`config.mk`:
```
export PLATFORM = sky130hd
export DESIGN_NAME = i2cs_port
export DESIGN_NICKNAME = d
export VERILOG_FILES = /design/src/shared/i2cs_pkg.sv /design/src/design/i2cs_fifo.sv /design/src/design/i2cs_port.sv
export SDC_FILE = /design/constraint.sdc
export NUM_CORES = 1
export LEC_CHECK = 0
export BUFFER_PORTS_ARGS = -buffer_cell sky130_fd_sc_hd__buf_2
export CAP_MARGIN = 20
export CORE_MARGIN = 5
export CORE_UTILIZATION = 61
export CTS_CLUSTER_SIZE = 24
export DETAILED_ROUTE_END_ITERATION = 8
export PLACE_DENSITY = 0.82
export SLEW_MARGIN = 30
export SYNTH_ARGS = -nofsm -noshare
export SYNTH_HDL_FRONTEND = slang
export SYNTH_HIERARCHICAL = 1
export SYNTH_SLANG_ARGS = --single-unit
```
`constraint.sdc`:
```
create_clock -name clock -period 4.8 [get_ports clock]
set_input_delay 0.24 -clock clock [delete_from_list [all_inputs] [get_ports clock]]
set_output_delay 0.24 -clock clock [all_outputs]
set_load 0.05 [all_outputs]
```
`src/shared/i2cs_pkg.sv`:
```
// Constants and types shared by the two-wire register slave port
package i2cs_pkg;
    localparam int CLK_MHZ = 100;
    // Spike widths rejected by the input filters, in ns
    localparam int FILT_FS_NS = 50;
    localparam int FILT_HS_NS = 10;
    localparam int FILT_FS_CYC = (FILT_FS_NS * CLK_MHZ / 1000) < 1 ? 1 :
                                 (FILT_FS_NS * CLK_MHZ / 1000);
    localparam int FILT_HS_CYC = (FILT_HS_NS * CLK_MHZ / 1000) < 1 ? 1 :
                                 (FILT_HS_NS * CLK_MHZ / 1000);
    localparam logic [6:0] ADDR_MAIN = 7'h48;
    localparam logic [6:0] ADDR_AUX0 = 7'h25;
    localparam logic [6:0] ADDR_AUX1 = 7'h50;
    localparam logic [7:0] GEN_CALL = 8'h00;
    localparam logic [4:0] HS_CODE_TOP = 5'h01;
    localparam int BYTE_BITS = 8;
    localparam logic [7:0] PTR_RESET = 8'h00;
    localparam int FIFO_DEPTH = 8;

    typedef enum logic [2:0] {
        I2CS_IDLE = 3'b000,
        I2CS_RX = 3'b001,
        I2CS_ACK = 3'b011,
        I2CS_TX = 3'b010,
        I2CS_RACK = 3'b110
    } i2cs_state_e;

    typedef enum logic [1:0] {
        I2CS_B_ADDR = 2'h0,
        I2CS_B_PTR = 2'h1,
        I2CS_B_DATA = 2'h2
    } i2cs_byte_e;
endpackage : i2cs_pkg
```
`src/design/i2cs_fifo.sv`:
```
// Write-commit FIFO between the serial engine and the register file
`timescale 1ns/1ps
module i2cs_fifo
    import i2cs_pkg::*;
#(
    parameter int WIDTH = 16,
    parameter int DEPTH = 8
) (
    input wire logic clock, // System clock
    input wire logic rst_n, // Synchronous reset, active low
    input wire logic in_valid, // Push request
    output logic in_ready, // Room for one more word
    input wire logic [WIDTH-1:0] in_data, // Pushed word
    output logic out_valid, // Word available
    input wire logic out_ready, // Consumer takes the word
    output logic [WIDTH-1:0] out_data // Oldest word
);
    localparam int AW = $clog2(DEPTH);
    logic [WIDTH-1:0] mem [DEPTH];
    logic [AW-1:0] wr_q, rd_q;
    logic [AW:0] cnt_q;
    logic push, pop;

    assign in_ready = (cnt_q != (AW+1)'(DEPTH));
    assign out_valid = (cnt_q != '0);
    assign out_data = mem[rd_q];
    assign push = in_valid && in_ready;
    assign pop = out_valid && out_ready;

    always_ff @(posedge clock) begin
        if (push) begin
            mem[wr_q] <= in_data;
        end
    end

    always_ff @(posedge clock) begin
        if (!rst_n) begin
            wr_q <= '0;
            rd_q <= '0;
            cnt_q <= '0;
        end else begin
            if (push) begin
                wr_q <= (wr_q == AW'(DEPTH - 1)) ? '0 : wr_q + 1'b1;
            end
            if (pop) begin
                rd_q <= (rd_q == AW'(DEPTH - 1)) ? '0 : rd_q + 1'b1;
            end
            if (push && !pop) begin
                cnt_q <= cnt_q + 1'b1;
            end else if (pop && !push) begin
                cnt_q <= cnt_q - 1'b1;
            end
        end
    end
endmodule : i2cs_fifo

```
`src/design/i2cs_port.sv`:
```
// Slave-only two-wire register port: framing, addressing, acknowledge, write commit
//
// Functional notes
// - Each byte is nine clocks: eight data bits MSB first, then acknowledge.
// - SDA changes while SCL high are control conditions, never data.
// - Idle bus rests with both lines released high.
// - START is SDA falling with SCL high; STOP is SDA rising with SCL high.
// - Repeated start behaves as a START and begins a new address phase.
// - After STOP or unmatched address, ignore SCL until the next START.
// - Acknowledge drives SDA low before ninth rising edge, through its high phase.
// - Not-acknowledge leaves SDA released through the ninth clock.
// - Every 8-bit pointer value is acknowledged, implemented or not.
// - Main address 0x48 matches, seen as 0x90 write and 0x91 read.
// - Addresses 0x25 and 0x50 are acknowledged but do nothing else.
// - SCL is never held low; it is an input only.
// - General call address byte 0x00 gets no acknowledge.
// - Works to 3.4MHz in high-speed mode, 1MHz otherwise, from 0Hz.
// - Power-up and every STOP select the 1MHz-or-slower filters.
// - Repeated start keeps filter mode; STOP returns to slow filters.
// - Write order: address W, pointer, data, each answered, then STOP or Sr.
// - Written byte commits on the SDA rising edge after its acknowledge slot; here also at the next data byte's acknowledge fall.
// - Further data bytes are acknowledged and written to successive registers; here a byte that meets a full write FIFO is not-acknowledged and not written.
// - Master code 0000_1xxx after START is not-acknowledged and enables high speed.
// - Read: pointer write, repeated start, address R, slave sends, master acks.
// - STOP leaves the register pointer unchanged.
`timescale 1ns/1ps
module i2cs_port
    import i2cs_pkg::*;
#(
    parameter int FIFO_WORDS = FIFO_DEPTH
) (
    input wire logic clock, // 100 MHz system clock
    input wire logic rst_n, // Synchronous reset, active low
    input wire logic scl_i, // Bus clock pin level
    input wire logic sda_i, // Bus data pin level
    output logic sda_o, // Data pin drive value, always low
    output logic sda_oe, // High while pulling SDA low
    output logic hs_mode, // High-speed input filters selected
    output logic [7:0] rd_addr, // Register selected for reading
    output logic rd_strobe, // One-cycle pulse when rd_data is taken
    input wire logic [7:0] rd_data, // Register contents at rd_addr
    output logic wr_valid, // Committed write waiting
    input wire logic wr_ready, // Register file takes the write
    output logic [7:0] wr_addr, // Register written
    output logic [7:0] wr_data, // Value written
    output logic busy // Byte engine active, from any START until STOP or return to idle
);
    logic [1:0] pin_s1_q, pin_s2_q;
    // One bit per pin, each driven by its own filter instance below
    wire [1:0] filt_q;
    logic scl_f_q, sda_f_q;
    logic scl_rise, scl_fall, start_det, stop_det, sda_rise;
    i2cs_state_e state_q;
    i2cs_byte_e kind_q;
    logic [3:0] bit_q;
    logic [7:0] shift_q;
    logic [7:0] ptr_q;
    logic read_q, aux_q, more_q;
    logic sda_oe_q, hs_q, strobe_q;
    logic pend_q;
    logic [7:0] pend_addr_q, pend_data_q;
    logic push, fifo_ready;
    logic [15:0] fifo_out;
    logic addr_hit, addr_aux, hs_code;
    logic [6:0] rx_addr;

    // Two-flop synchronisers; only the second stage is looked at
    always_ff @(posedge clock) begin
        if (!rst_n) begin
            pin_s1_q <= 2'h3;
            pin_s2_q <= 2'h3;
        end else begin
            pin_s1_q <= {scl_i, sda_i};
            pin_s2_q <= pin_s1_q;
        end
    end

    // Spike filters; span depends on the selected speed range
    for (genvar g = 0; g < 2; g++) begin : g_filt
        logic [3:0] cnt_q;
        logic [3:0] lim;
        logic lvl_q;
        assign lim = hs_q ? 4'(FILT_HS_CYC) : 4'(FILT_FS_CYC);
        assign filt_q[g] = lvl_q;
        always_ff @(posedge clock) begin
            if (!rst_n) begin
                cnt_q <= 4'h0;
                lvl_q <= 1'b1;
            end else if (pin_s2_q[g] == filt_q[g]) begin
                cnt_q <= 4'h0;
            end else if (cnt_q + 4'h1 >= lim) begin
                cnt_q <= 4'h0;
                lvl_q <= pin_s2_q[g];
            end else begin
                cnt_q <= cnt_q + 4'h1;
            end
        end
    end

    always_ff @(posedge clock) begin
        if (!rst_n) begin
            scl_f_q <= 1'b1;
            sda_f_q <= 1'b1;
        end else begin
            scl_f_q <= filt_q[1];
            sda_f_q <= filt_q[0];
        end
    end

    assign scl_rise = filt_q[1] && !scl_f_q;
    assign scl_fall = !filt_q[1] && scl_f_q;
    // SDA moving while SCL stays high is a bus condition, not data
    assign start_det = scl_f_q && filt_q[1] && sda_f_q && !filt_q[0];
    assign stop_det = scl_f_q && filt_q[1] && !sda_f_q && filt_q[0];
    assign sda_rise = filt_q[0] && !sda_f_q;

    assign rx_addr = shift_q[7:1];
    assign addr_hit = (rx_addr == ADDR_MAIN);
    assign addr_aux = (rx_addr == ADDR_AUX0) || (rx_addr == ADDR_AUX1);
    assign hs_code = (shift_q[7:3] == HS_CODE_TOP);

    // Byte engine
    always_ff @(posedge clock) begin
        if (!rst_n) begin
            state_q <= I2CS_IDLE;
            kind_q <= I2CS_B_ADDR;
            bit_q <= 4'h0;
            shift_q <= 8'h00;
            read_q <= 1'b0;
            aux_q <= 1'b0;
            more_q <= 1'b0;
            sda_oe_q <= 1'b0;
        end else if (start_det) begin
            // A repeated start simply restarts the address phase
            state_q <= I2CS_RX;
            kind_q <= I2CS_B_ADDR;
            bit_q <= 4'h0;
            sda_oe_q <= 1'b0;
        end else if (stop_det) begin
            state_q <= I2CS_IDLE;
            sda_oe_q <= 1'b0;
        end else begin
            case (state_q)
                I2CS_IDLE: begin
                    sda_oe_q <= 1'b0;
                end
                I2CS_RX: begin
                    if (scl_rise && bit_q != 4'(BYTE_BITS)) begin
                        shift_q <= {shift_q[6:0], filt_q[0]};
                        bit_q <= bit_q + 4'h1;
                    end else if (scl_fall && bit_q == 4'(BYTE_BITS)) begin
                        // Decide the answer on the eighth fall, ahead of the ninth rise
                        state_q <= I2CS_ACK;
                        case (kind_q)
                            I2CS_B_ADDR: begin
                                read_q <= shift_q[0];
                                aux_q <= addr_aux;
                                if (shift_q == GEN_CALL) begin
                                    sda_oe_q <= 1'b0;
                                    state_q <= I2CS_IDLE;
                                end else if (hs_code) begin
                                    sda_oe_q <= 1'b0;
                                    state_q <= I2CS_IDLE;
                                end else if (addr_hit || addr_aux) begin
                                    sda_oe_q <= 1'b1;
                                end else begin
                                    sda_oe_q <= 1'b0;
                                    state_q <= I2CS_IDLE;
                                end
                            end
                            I2CS_B_PTR: begin
                                sda_oe_q <= 1'b1;
                            end
                            I2CS_B_DATA: begin
                                // Clock stretching is not allowed, so a full FIFO refuses
                                sda_oe_q <= fifo_ready;
                            end
                            default: begin
                                sda_oe_q <= 1'b0;
                            end
                        endcase
                    end
                end
                I2CS_ACK: begin
                    if (scl_fall) begin
                        bit_q <= 4'h0;
                        if (kind_q == I2CS_B_ADDR && aux_q) begin
                            sda_oe_q <= 1'b0;
                            state_q <= I2CS_IDLE;
                        end else if (kind_q == I2CS_B_ADDR && read_q) begin
                            shift_q <= {rd_data[6:0], 1'b0};
                            sda_oe_q <= !rd_data[7];
                            state_q <= I2CS_TX;
                        end else begin
                            sda_oe_q <= 1'b0;
                            kind_q <= (kind_q == I2CS_B_ADDR) ? I2CS_B_PTR : I2CS_B_DATA;
                            state_q <= I2CS_RX;
                        end
                    end
                end
                I2CS_TX: begin
                    if (scl_fall) begin
                        bit_q <= bit_q + 4'h1;
                        if (bit_q == 4'(BYTE_BITS - 1)) begin
                            sda_oe_q <= 1'b0;
                            state_q <= I2CS_RACK;
                        end else begin
                            sda_oe_q <= !shift_q[7];
                            shift_q <= {shift_q[6:0], 1'b0};
                        end
                    end
                end
                I2CS_RACK: begin
                    if (scl_rise) begin
                        more_q <= !filt_q[0];
                    end else if (scl_fall) begin
                        bit_q <= 4'h0;
                        if (more_q) begin
                            shift_q <= {rd_data[6:0], 1'b0};
                            sda_oe_q <= !rd_data[7];
                            state_q <= I2CS_TX;
                        end else begin
                            state_q <= I2CS_IDLE;
                        end
                    end
                end
                default: begin
                    state_q <= I2CS_IDLE;
                    sda_oe_q <= 1'b0;
                end
            endcase
        end
    end

    // Filter mode: master code enables high speed, only reset or STOP restores slow
    always_ff @(posedge clock) begin
        if (!rst_n) begin
            hs_q <= 1'b0;
        end else if (stop_det) begin
            hs_q <= 1'b0;
        end else if (state_q == I2CS_RX && kind_q == I2CS_B_ADDR && scl_fall
                     && bit_q == 4'(BYTE_BITS) && hs_code) begin
            hs_q <= 1'b1;
        end
    end

    // Register pointer; never touched by STOP
    always_ff @(posedge clock) begin
        if (!rst_n) begin
            ptr_q <= PTR_RESET;
        end else if (state_q == I2CS_ACK && scl_fall && kind_q == I2CS_B_PTR) begin
            ptr_q <= shift_q;
        end else if (state_q == I2CS_ACK && scl_fall && kind_q == I2CS_B_DATA
                     && sda_oe_q) begin
            ptr_q <= ptr_q + 8'h01;
        end else if (state_q == I2CS_TX && scl_fall && bit_q == 4'(BYTE_BITS - 1)) begin
            ptr_q <= ptr_q + 8'h01;
        end
    end

    // Read strobe marks each byte taken from rd_data
    always_ff @(posedge clock) begin
        if (!rst_n) begin
            strobe_q <= 1'b0;
        end else begin
            strobe_q <= scl_fall && !start_det && !stop_det &&
                        ((state_q == I2CS_ACK && kind_q == I2CS_B_ADDR && read_q && !aux_q)
                         || (state_q == I2CS_RACK && more_q));
        end
    end

    // Accepted byte waits for the next SDA rise, or the next data byte's acknowledge fall, before it takes effect
    assign push = pend_q && (sda_rise || (state_q == I2CS_ACK && kind_q == I2CS_B_DATA
                  && sda_oe_q && scl_fall));

    always_ff @(posedge clock) begin
        if (!rst_n) begin
            pend_q <= 1'b0;
            pend_addr_q <= 8'h00;
            pend_data_q <= 8'h00;
        end else if (state_q == I2CS_ACK && kind_q == I2CS_B_DATA && sda_oe_q
                     && scl_fall && !start_det && !stop_det) begin
            pend_q <= 1'b1;
            pend_addr_q <= ptr_q;
            pend_data_q <= shift_q;
        end else if (push) begin
            pend_q <= 1'b0;
        end
    end

    i2cs_fifo #(
        .WIDTH(16),
        .DEPTH(FIFO_WORDS)
    ) u_fifo (
        .clock(clock),
        .rst_n(rst_n),
        .in_valid(push),
        .in_ready(fifo_ready),
        .in_data({pend_addr_q, pend_data_q}),
        .out_valid(wr_valid),
        .out_ready(wr_ready),
        .out_data(fifo_out)
    );

    assign wr_addr = fifo_out[15:8];
    assign wr_data = fifo_out[7:0];
    assign sda_o = 1'b0;
    assign sda_oe = sda_oe_q;
    assign hs_mode = hs_q;
    assign rd_addr = ptr_q;
    assign rd_strobe = strobe_q;
    assign busy = (state_q != I2CS_IDLE);
endmodule : i2cs_port

```
==> results of run 1 <==
critical path, stage by stage, from the launching register on:
cell and delay (ns):
dfxtp_1 0.73, nand3b_1 0.36, nor4_2 0.22, buf_4 0.33, o21a_1 0.20, nand2_2 0.16
inv_2 0.13, ha_1 0.17, inv_1 0.10, ha_1 0.36, a21oi_1 0.26, a211oi_1 0.12
a31oi_1 0.19, mux2i_1 0.20
final timing paths:
| check | startpoint | to | slack [ns] | cells after the start |
|---|---|---|---|---|
| worst max-delay path | state_q[0] | u_fifo/cnt_q[3] | 1.22 | 13 |
| worst min-delay path | wr_ready | flop | 0.09 | 3 |
| worst max register to register | state_q[0] | u_fifo/cnt_q[3] | 1.22 | 13 |
| worst min register to register | pin_s1_q[0] | pin_s2_q[0] | 0.42 | 1 |
cell usage after synthesis (18+ instances only):
cell type	count
dfxtp_1	77
nor2_1	18
nor2b_1	24
edfxtp_1	128
mux2_2	23
o21ai_0	29
clkbuf_1	21
nand3_1	21
nand2_1	38
mux4_1	28
mux2i_1	21
a21oi_1	22
sequential cells by signal, summed over array words and instances (netlist names), 2 cells and up, named ones only:
name,flops
bit_q,4
pend_addr_q,8
u_fifo/rd_q,3
u_fifo/cnt_q,4
pend_data_q,8
rd_addr,8
shift_q,8
pin_s2_q,2
g_filt.cnt_q,8
u_fifo/wr_q,3
state_q,3
pin_s1_q,2
u_fifo/mem,128
kind_q,2
g_filt.lvl_q,2
metrics by stage:
| step | worst slack, ns | cells |
|---|---|---|
| after floorplan | 1.02 | 627 |
| after global placement | 1.55 | 824 |
| after detailed placement | 1.36 | 824 |
| after CTS | 1.31 | 863 |
| after global routing | 1.00 | 863 |
| final | 1.22 | 863 |
metal layers:
metal  share of wire, %  global-route usage [%]
met5                  0                       0
met4                2.1                    4.83
met3                5.8                    3.44
met2                 51                    38.0
met1                 41                    28.5
cell type report:
cell class | instances | area (µm²) | area share, %
sequential | 205 | 5390 | 54.6
multi-input combinational | 373 | 3210 | 32.6
clock buffer | 26 | 544 | 5.52
timing repair buffer | 53 | 300 | 3.05
tap | 180 | 225 | 2.29
clock inverter | 11 | 135 | 1.37
inverter | 15 | 56.3 | 0.571
power by group:
group / internal, µW / total, µW / switching, µW
sequential: 1880 / 1910 / 29.2
combinational: 245 / 602 / 357
clock: 968 / 1610 / 638
total: 3090 / 4110 / 1020
logic make-up after synthesis:
| group | after synthesis | share of synthesized area [%] |
|---|---|---|
| AO/OA/AOI/OAI | 78 | 5.26 |
| flip-flops | 205 | 61.5 |
| adder cells (fa/ha/maj) | 17 | 2.51 |
| multiplexers | 76 | 14.8 |
| AND/OR/NAND/NOR | 183 | 11.8 |
| other | 1 | 0.0428 |
| buffers and inverters | 49 | 2.57 |
| XOR/XNOR | 16 | 1.60 |
repair_timing:
| action | CTS | global route |
|---|---|---|
| hold buffers | 2 | 0 |
| hold endpoints to repair | 2 | 0 |
| endpoints found under the setup margin | 0 | 0 |
| gates resized for setup | 0 | 0 |
==> impl_metrics.csv, run 1 <==
group,metric,value,unit
sta,worst_pin_slew,0.866,ns
layout,area_delta_synth_final,12.5,%
yosys,synthArstFlopShare,0,%
clock_tree,cts-root-buf,"clkbuf_16",
floorplanning,dieArea,16900,µm²
floorplanning,core_area,14000,µm²
setup_path,crit_arrival,4.00,ns
power_and_ir_drop,powerDensity,417,nW/µm²
global_route,grt_pass1_vias,5253,
flow_run,cap_violations,0,
clock_tree,cts_htree_levels,1,
power_and_ir_drop,leakagePower,0.00343,µW
yosys,synth_cells,625,
layout,fin_util,70.4,%
drt,drcViolationCount,0,
sta,drv_slew,0,
layout,fin_area,9850,µm²
clock_tree,clk_pin_slew,0.06,ns
drt,routed_wl,17900,µm
sta,setup_viol,0,
sta,rsz0062_at_grt,"no",
sta,hold_ws,0.0872,ns
clock_tree,clockBufferDepth,3,
setup_path,start_kind,"flop",
clock_tree,cts.sinks,205,
floorplanning,num_rows,43,
global_route,gr-total-overflow,0,
yosys,synth_seq_cells,205,
sta,period_share,74.6,%
clock_tree,postCtsSetupBuffers,0,
drt,num_vias,5321,
drt,wl_per_cell,20.7,µm
sta,fmaxAchievable,279,MHz
setup_path,worstSetupPathType,"reg -> reg",
yosys,netlist_area,8760,µm²
yosys,ys_seq_area_share,61.5,%
global_route,grt_antenna_before_repair,0,
floorplanning,die_w,130,µm
yosys,synthTopCellsByArea,"edfxtp_1, dfxtp_1, mux4_1",
sta,min_period,3.58,ns
hold_path,hp-class,"in -> reg",
setup_path,crit_fanout,19,
sta,hold_violations,0,
yosys,synth_top_area_share,43.9,%
drt,drt_first_pass_iters,5,
floorplanning,die_h,130,µm
clock_tree,clock_latency,0.49,ns
power_and_ir_drop,power.total,4110,µW
sta,skew,0.0104,ns
layout,diodes,0,
sta,setup_tns,0,ns
drt,drtAntennaViolNets,0,
sta,max_slew_margin,41.7,%
layout,layout_commonest_cell,"edfxtp_1",
placed_design,routabilityCongestion,0.892,
yosys,yosys.area.top_type,"edfxtp_1",
placed_design,io_buffers,41,
floorplanning,io_pins,43,
clock_tree,cts_made_buffers,21,
yosys,ys_types,59,
yosys,synth_area_per_cell,14.0,µm²
drt,viasPerCell,6.17,
global_route,grt_max_degree,71,
power_and_ir_drop,ir_drop,0.287,mV
global_route,grtUsageTotal,21.6,%
layout,drive_above_1_share,17.7,%
clock_tree,cts_tree,"done",
layout,mostFrequentLayoutCells,"edfxtp_1, dfxtp_1, buf_2",
outcome,status,"complete, no violations",
placed_design,dpl-instance-area,9160,µm²
global_route,grt_pass1_wl,28400,µm
yosys,synth_edf_count,128,
layout,finalNetCount,699,
yosys,synth_ff_type,"edfxtp_1",
floorplanning,start_util,62.6,%
setup_path,critical_path_required,5.21,ns
layout,nFillCells,923,
yosys,synth_warnings,6,
placed_design,dp_hpwl,11500,µm
drt,drtIter0Drc,442,
setup_path,worst_setup_path_end_kind,"flop",
(Power assumes the default switching activity.)
==> run 2: changes to the inputs <==
- CORE_UTILIZATION: 61 -> 55
- PLACE_DENSITY: 0.82 -> 0.79
- clock period: 4.8 -> 3 ns (I/O delays scaled with it)
==> impl_metrics.csv, run 2 (synthesized netlist as in run 1, its figures left out) <==
group,metric,value,unit
global_route,busiest_layer,"met2",
layout,area_delta_synth_final,14.7,%
sta,drv_slew,0,
sta,rsz0062_at_grt,"no",
setup_path,worst_path_largest_cell_delay,0.40,ns
global_route,gr-total-overflow,0,
drt,drt_first_pass_iters,5,
layout,finalNetCount,709,
setup_path,critical_path_required,3.41,ns
layout,layout_commonest_cell,"edfxtp_1",
clock_tree,cts.sinks,205,
floorplanning,die_w,136,µm
setup_path,cpMaxStageDelayCell,"dfxtp_1",
sta,period_share,91.8,%
floorplanning,dieArea,18600,µm²
global_route,grtUsageTotal,19.2,%
layout,largest_register_ff_count,128,
global_route,grt_max_degree,37,
sta,fmaxAchievable,363,MHz
hold_path,hold_end,"shift_q[6]",
clock_tree,cts_tree,"done",
setup_path,crit_arrival,3.17,ns
hold_path,hold_path_depth,4,
setup_path,crit_fanout,11,
sta,max_slew_margin,43.5,%
global_route,gr-usage-met1,25.3,%
layout,drive_above_1_share,19.7,%
clock_tree,cts_htree_levels,1,
outcome,status,"complete, no violations",
flow_run,cap_violations,0,
hold_path,hold_start,"rd_data[5]",
setup_path,worst_setup_path_end_kind,"flop",
layout,mostFrequentLayoutCells,"edfxtp_1, dfxtp_1, buf_2",
setup_path,rr_startpoint,"g_filt[1].lvl_q",
setup_path,ff2ff_setup_slack,0.25,ns
global_route,met3_usage,3.07,%
clock_tree,cts-root-buf,"clkbuf_16",
setup_path,crit_buf_inv,2,
setup_path,path_delay_family,"simple AND/OR/NAND/NOR gates",
drt,drtAntennaViolNets,0,
floorplanning,num_rows,46,
setup_path,path_cells,"nand2b_2 -> nor4_2 -> o21a_1 -> nand2_2 -> inv_2 -> ha_1 -> inv_1 -> ha_1 -> a21oi_2 -> a211oi_1 -> a31oi_1 -> mux2i_1",
setup_path,path_common_cell,"ha_1",
clock_tree,clockBufferDepth,3,
placed_design,io_buffers,41,
sta,worst_pin_slew,0.847,ns
power_and_ir_drop,leakagePower,0.00351,µW
floorplanning,io_pins,43,
clock_tree,clock_latency,0.48,ns
sta,hold_ws,0.0597,ns
clock_tree,clk_pin_slew,0.06,ns
setup_path,r2r_cells,12,
setup_path,worstSetupPathType,"reg -> reg",
layout,diodes,0,
global_route,met2_usage,33.2,%
clock_tree,postCtsSetupBuffers,0,
global_route,grt_pass1_vias,5402,
sta,setup_viol,0,
setup_path,start_kind,"flop",
hold_path,hp-class,"in -> reg",
global_route,grt_pass1_wl,28200,µm
drt,drtIter0Drc,377,
clock_tree,cts_made_buffers,21,
global_route,grt_antenna_before_repair,0,
sta,min_period,2.75,ns
drt,wl_per_cell,18.9,µm
power_and_ir_drop,power.total,6730,µW
floorplanning,core_area,15800,µm²
drt,viasPerCell,5.74,
placed_design,routabilityCongestion,0.898,
floorplanning,start_util,55.5,%
drt,drcViolationCount,0,
sta,hold_violations,0,
placed_design,dp_hpwl,11300,µm
floorplanning,die_h,136,µm
power_and_ir_drop,powerDensity,670,nW/µm²
sta,skew,0.00603,ns
drt,num_vias,5222,
power_and_ir_drop,ir_drop,0.604,mV
setup_path,reg2reg_to,"u_fifo/cnt_q[3]",
sta,setup_tns,0,ns
layout,largest_register,"u_fifo/mem",
drt,routed_wl,17200,µm
-- run 2: worst max-delay path by stage --
stage,startpoint,endpoint,cells after the start
after floorplan,g_filt[1].lvl_q,u_fifo/mem[2][0],8
after detailed placement,g_filt[1].lvl_q,u_fifo/cnt_q[3],12
after global routing,g_filt[1].lvl_q,u_fifo/cnt_q[3],12
after CTS,g_filt[1].lvl_q,u_fifo/cnt_q[3],12
after global placement,g_filt[1].lvl_q,u_fifo/cnt_q[3],12
final,g_filt[1].lvl_q,u_fifo/cnt_q[3],12
-- run 2: timing repair --
item | 4_1_cts | 5_1_grt
hold buffers | 3 | 0
gates resized for setup | 0 | 2
endpoints found under the setup margin | 0 | 1
hold endpoints to repair | 6 | 0
-- run 2: cell type report --
| type | instances | area [µm²] |
|---|---|---|
| fill | 1149 | 5730 |
| sequential | 205 | 5390 |
| multi-input combinational | 373 | 3200 |
| clock buffer | 29 | 617 |
| timing repair buffer | 63 | 378 |
| tap | 216 | 270 |
| clock inverter | 9 | 134 |
| inverter | 15 | 56.3 |
-- run 2: through the flow --
step                      instances  worst slack [ns]  cell area [µm²]  util (%)
after global placement          869             0.319             9260      58.7
after detailed placement        869             0.231             9260      58.7
after CTS                       910             0.195            10000      63.6
after floorplan                 627            -0.226             8790         -
final                           910             0.245            10000      63.7
after global routing            910            0.0205            10000      63.7
-- run 2: per-layer routing --
layer	up-vias	wire length (µm)
met5	-	0
met4	0	369
met3	34	869
met2	139	8610
met1	2561	7330
li1	2488	-
-- run 2: worst min-delay path: cells and delay by family --
kind | cells | cell delay, ns
buf+inv | 1 | 0.08
mux | 1 | 0.13
simple gates | 1 | 0.08
compound gates | 1 | 0.07
-- run 2: power breakdown --
group	leakage (µW)	internal [µW]	switching [µW]	total, µW
Clock	0.000367	1700	1030	2730
Sequential	0.00181	3000	38.3	3040
Combinational	0.00133	396	564	960
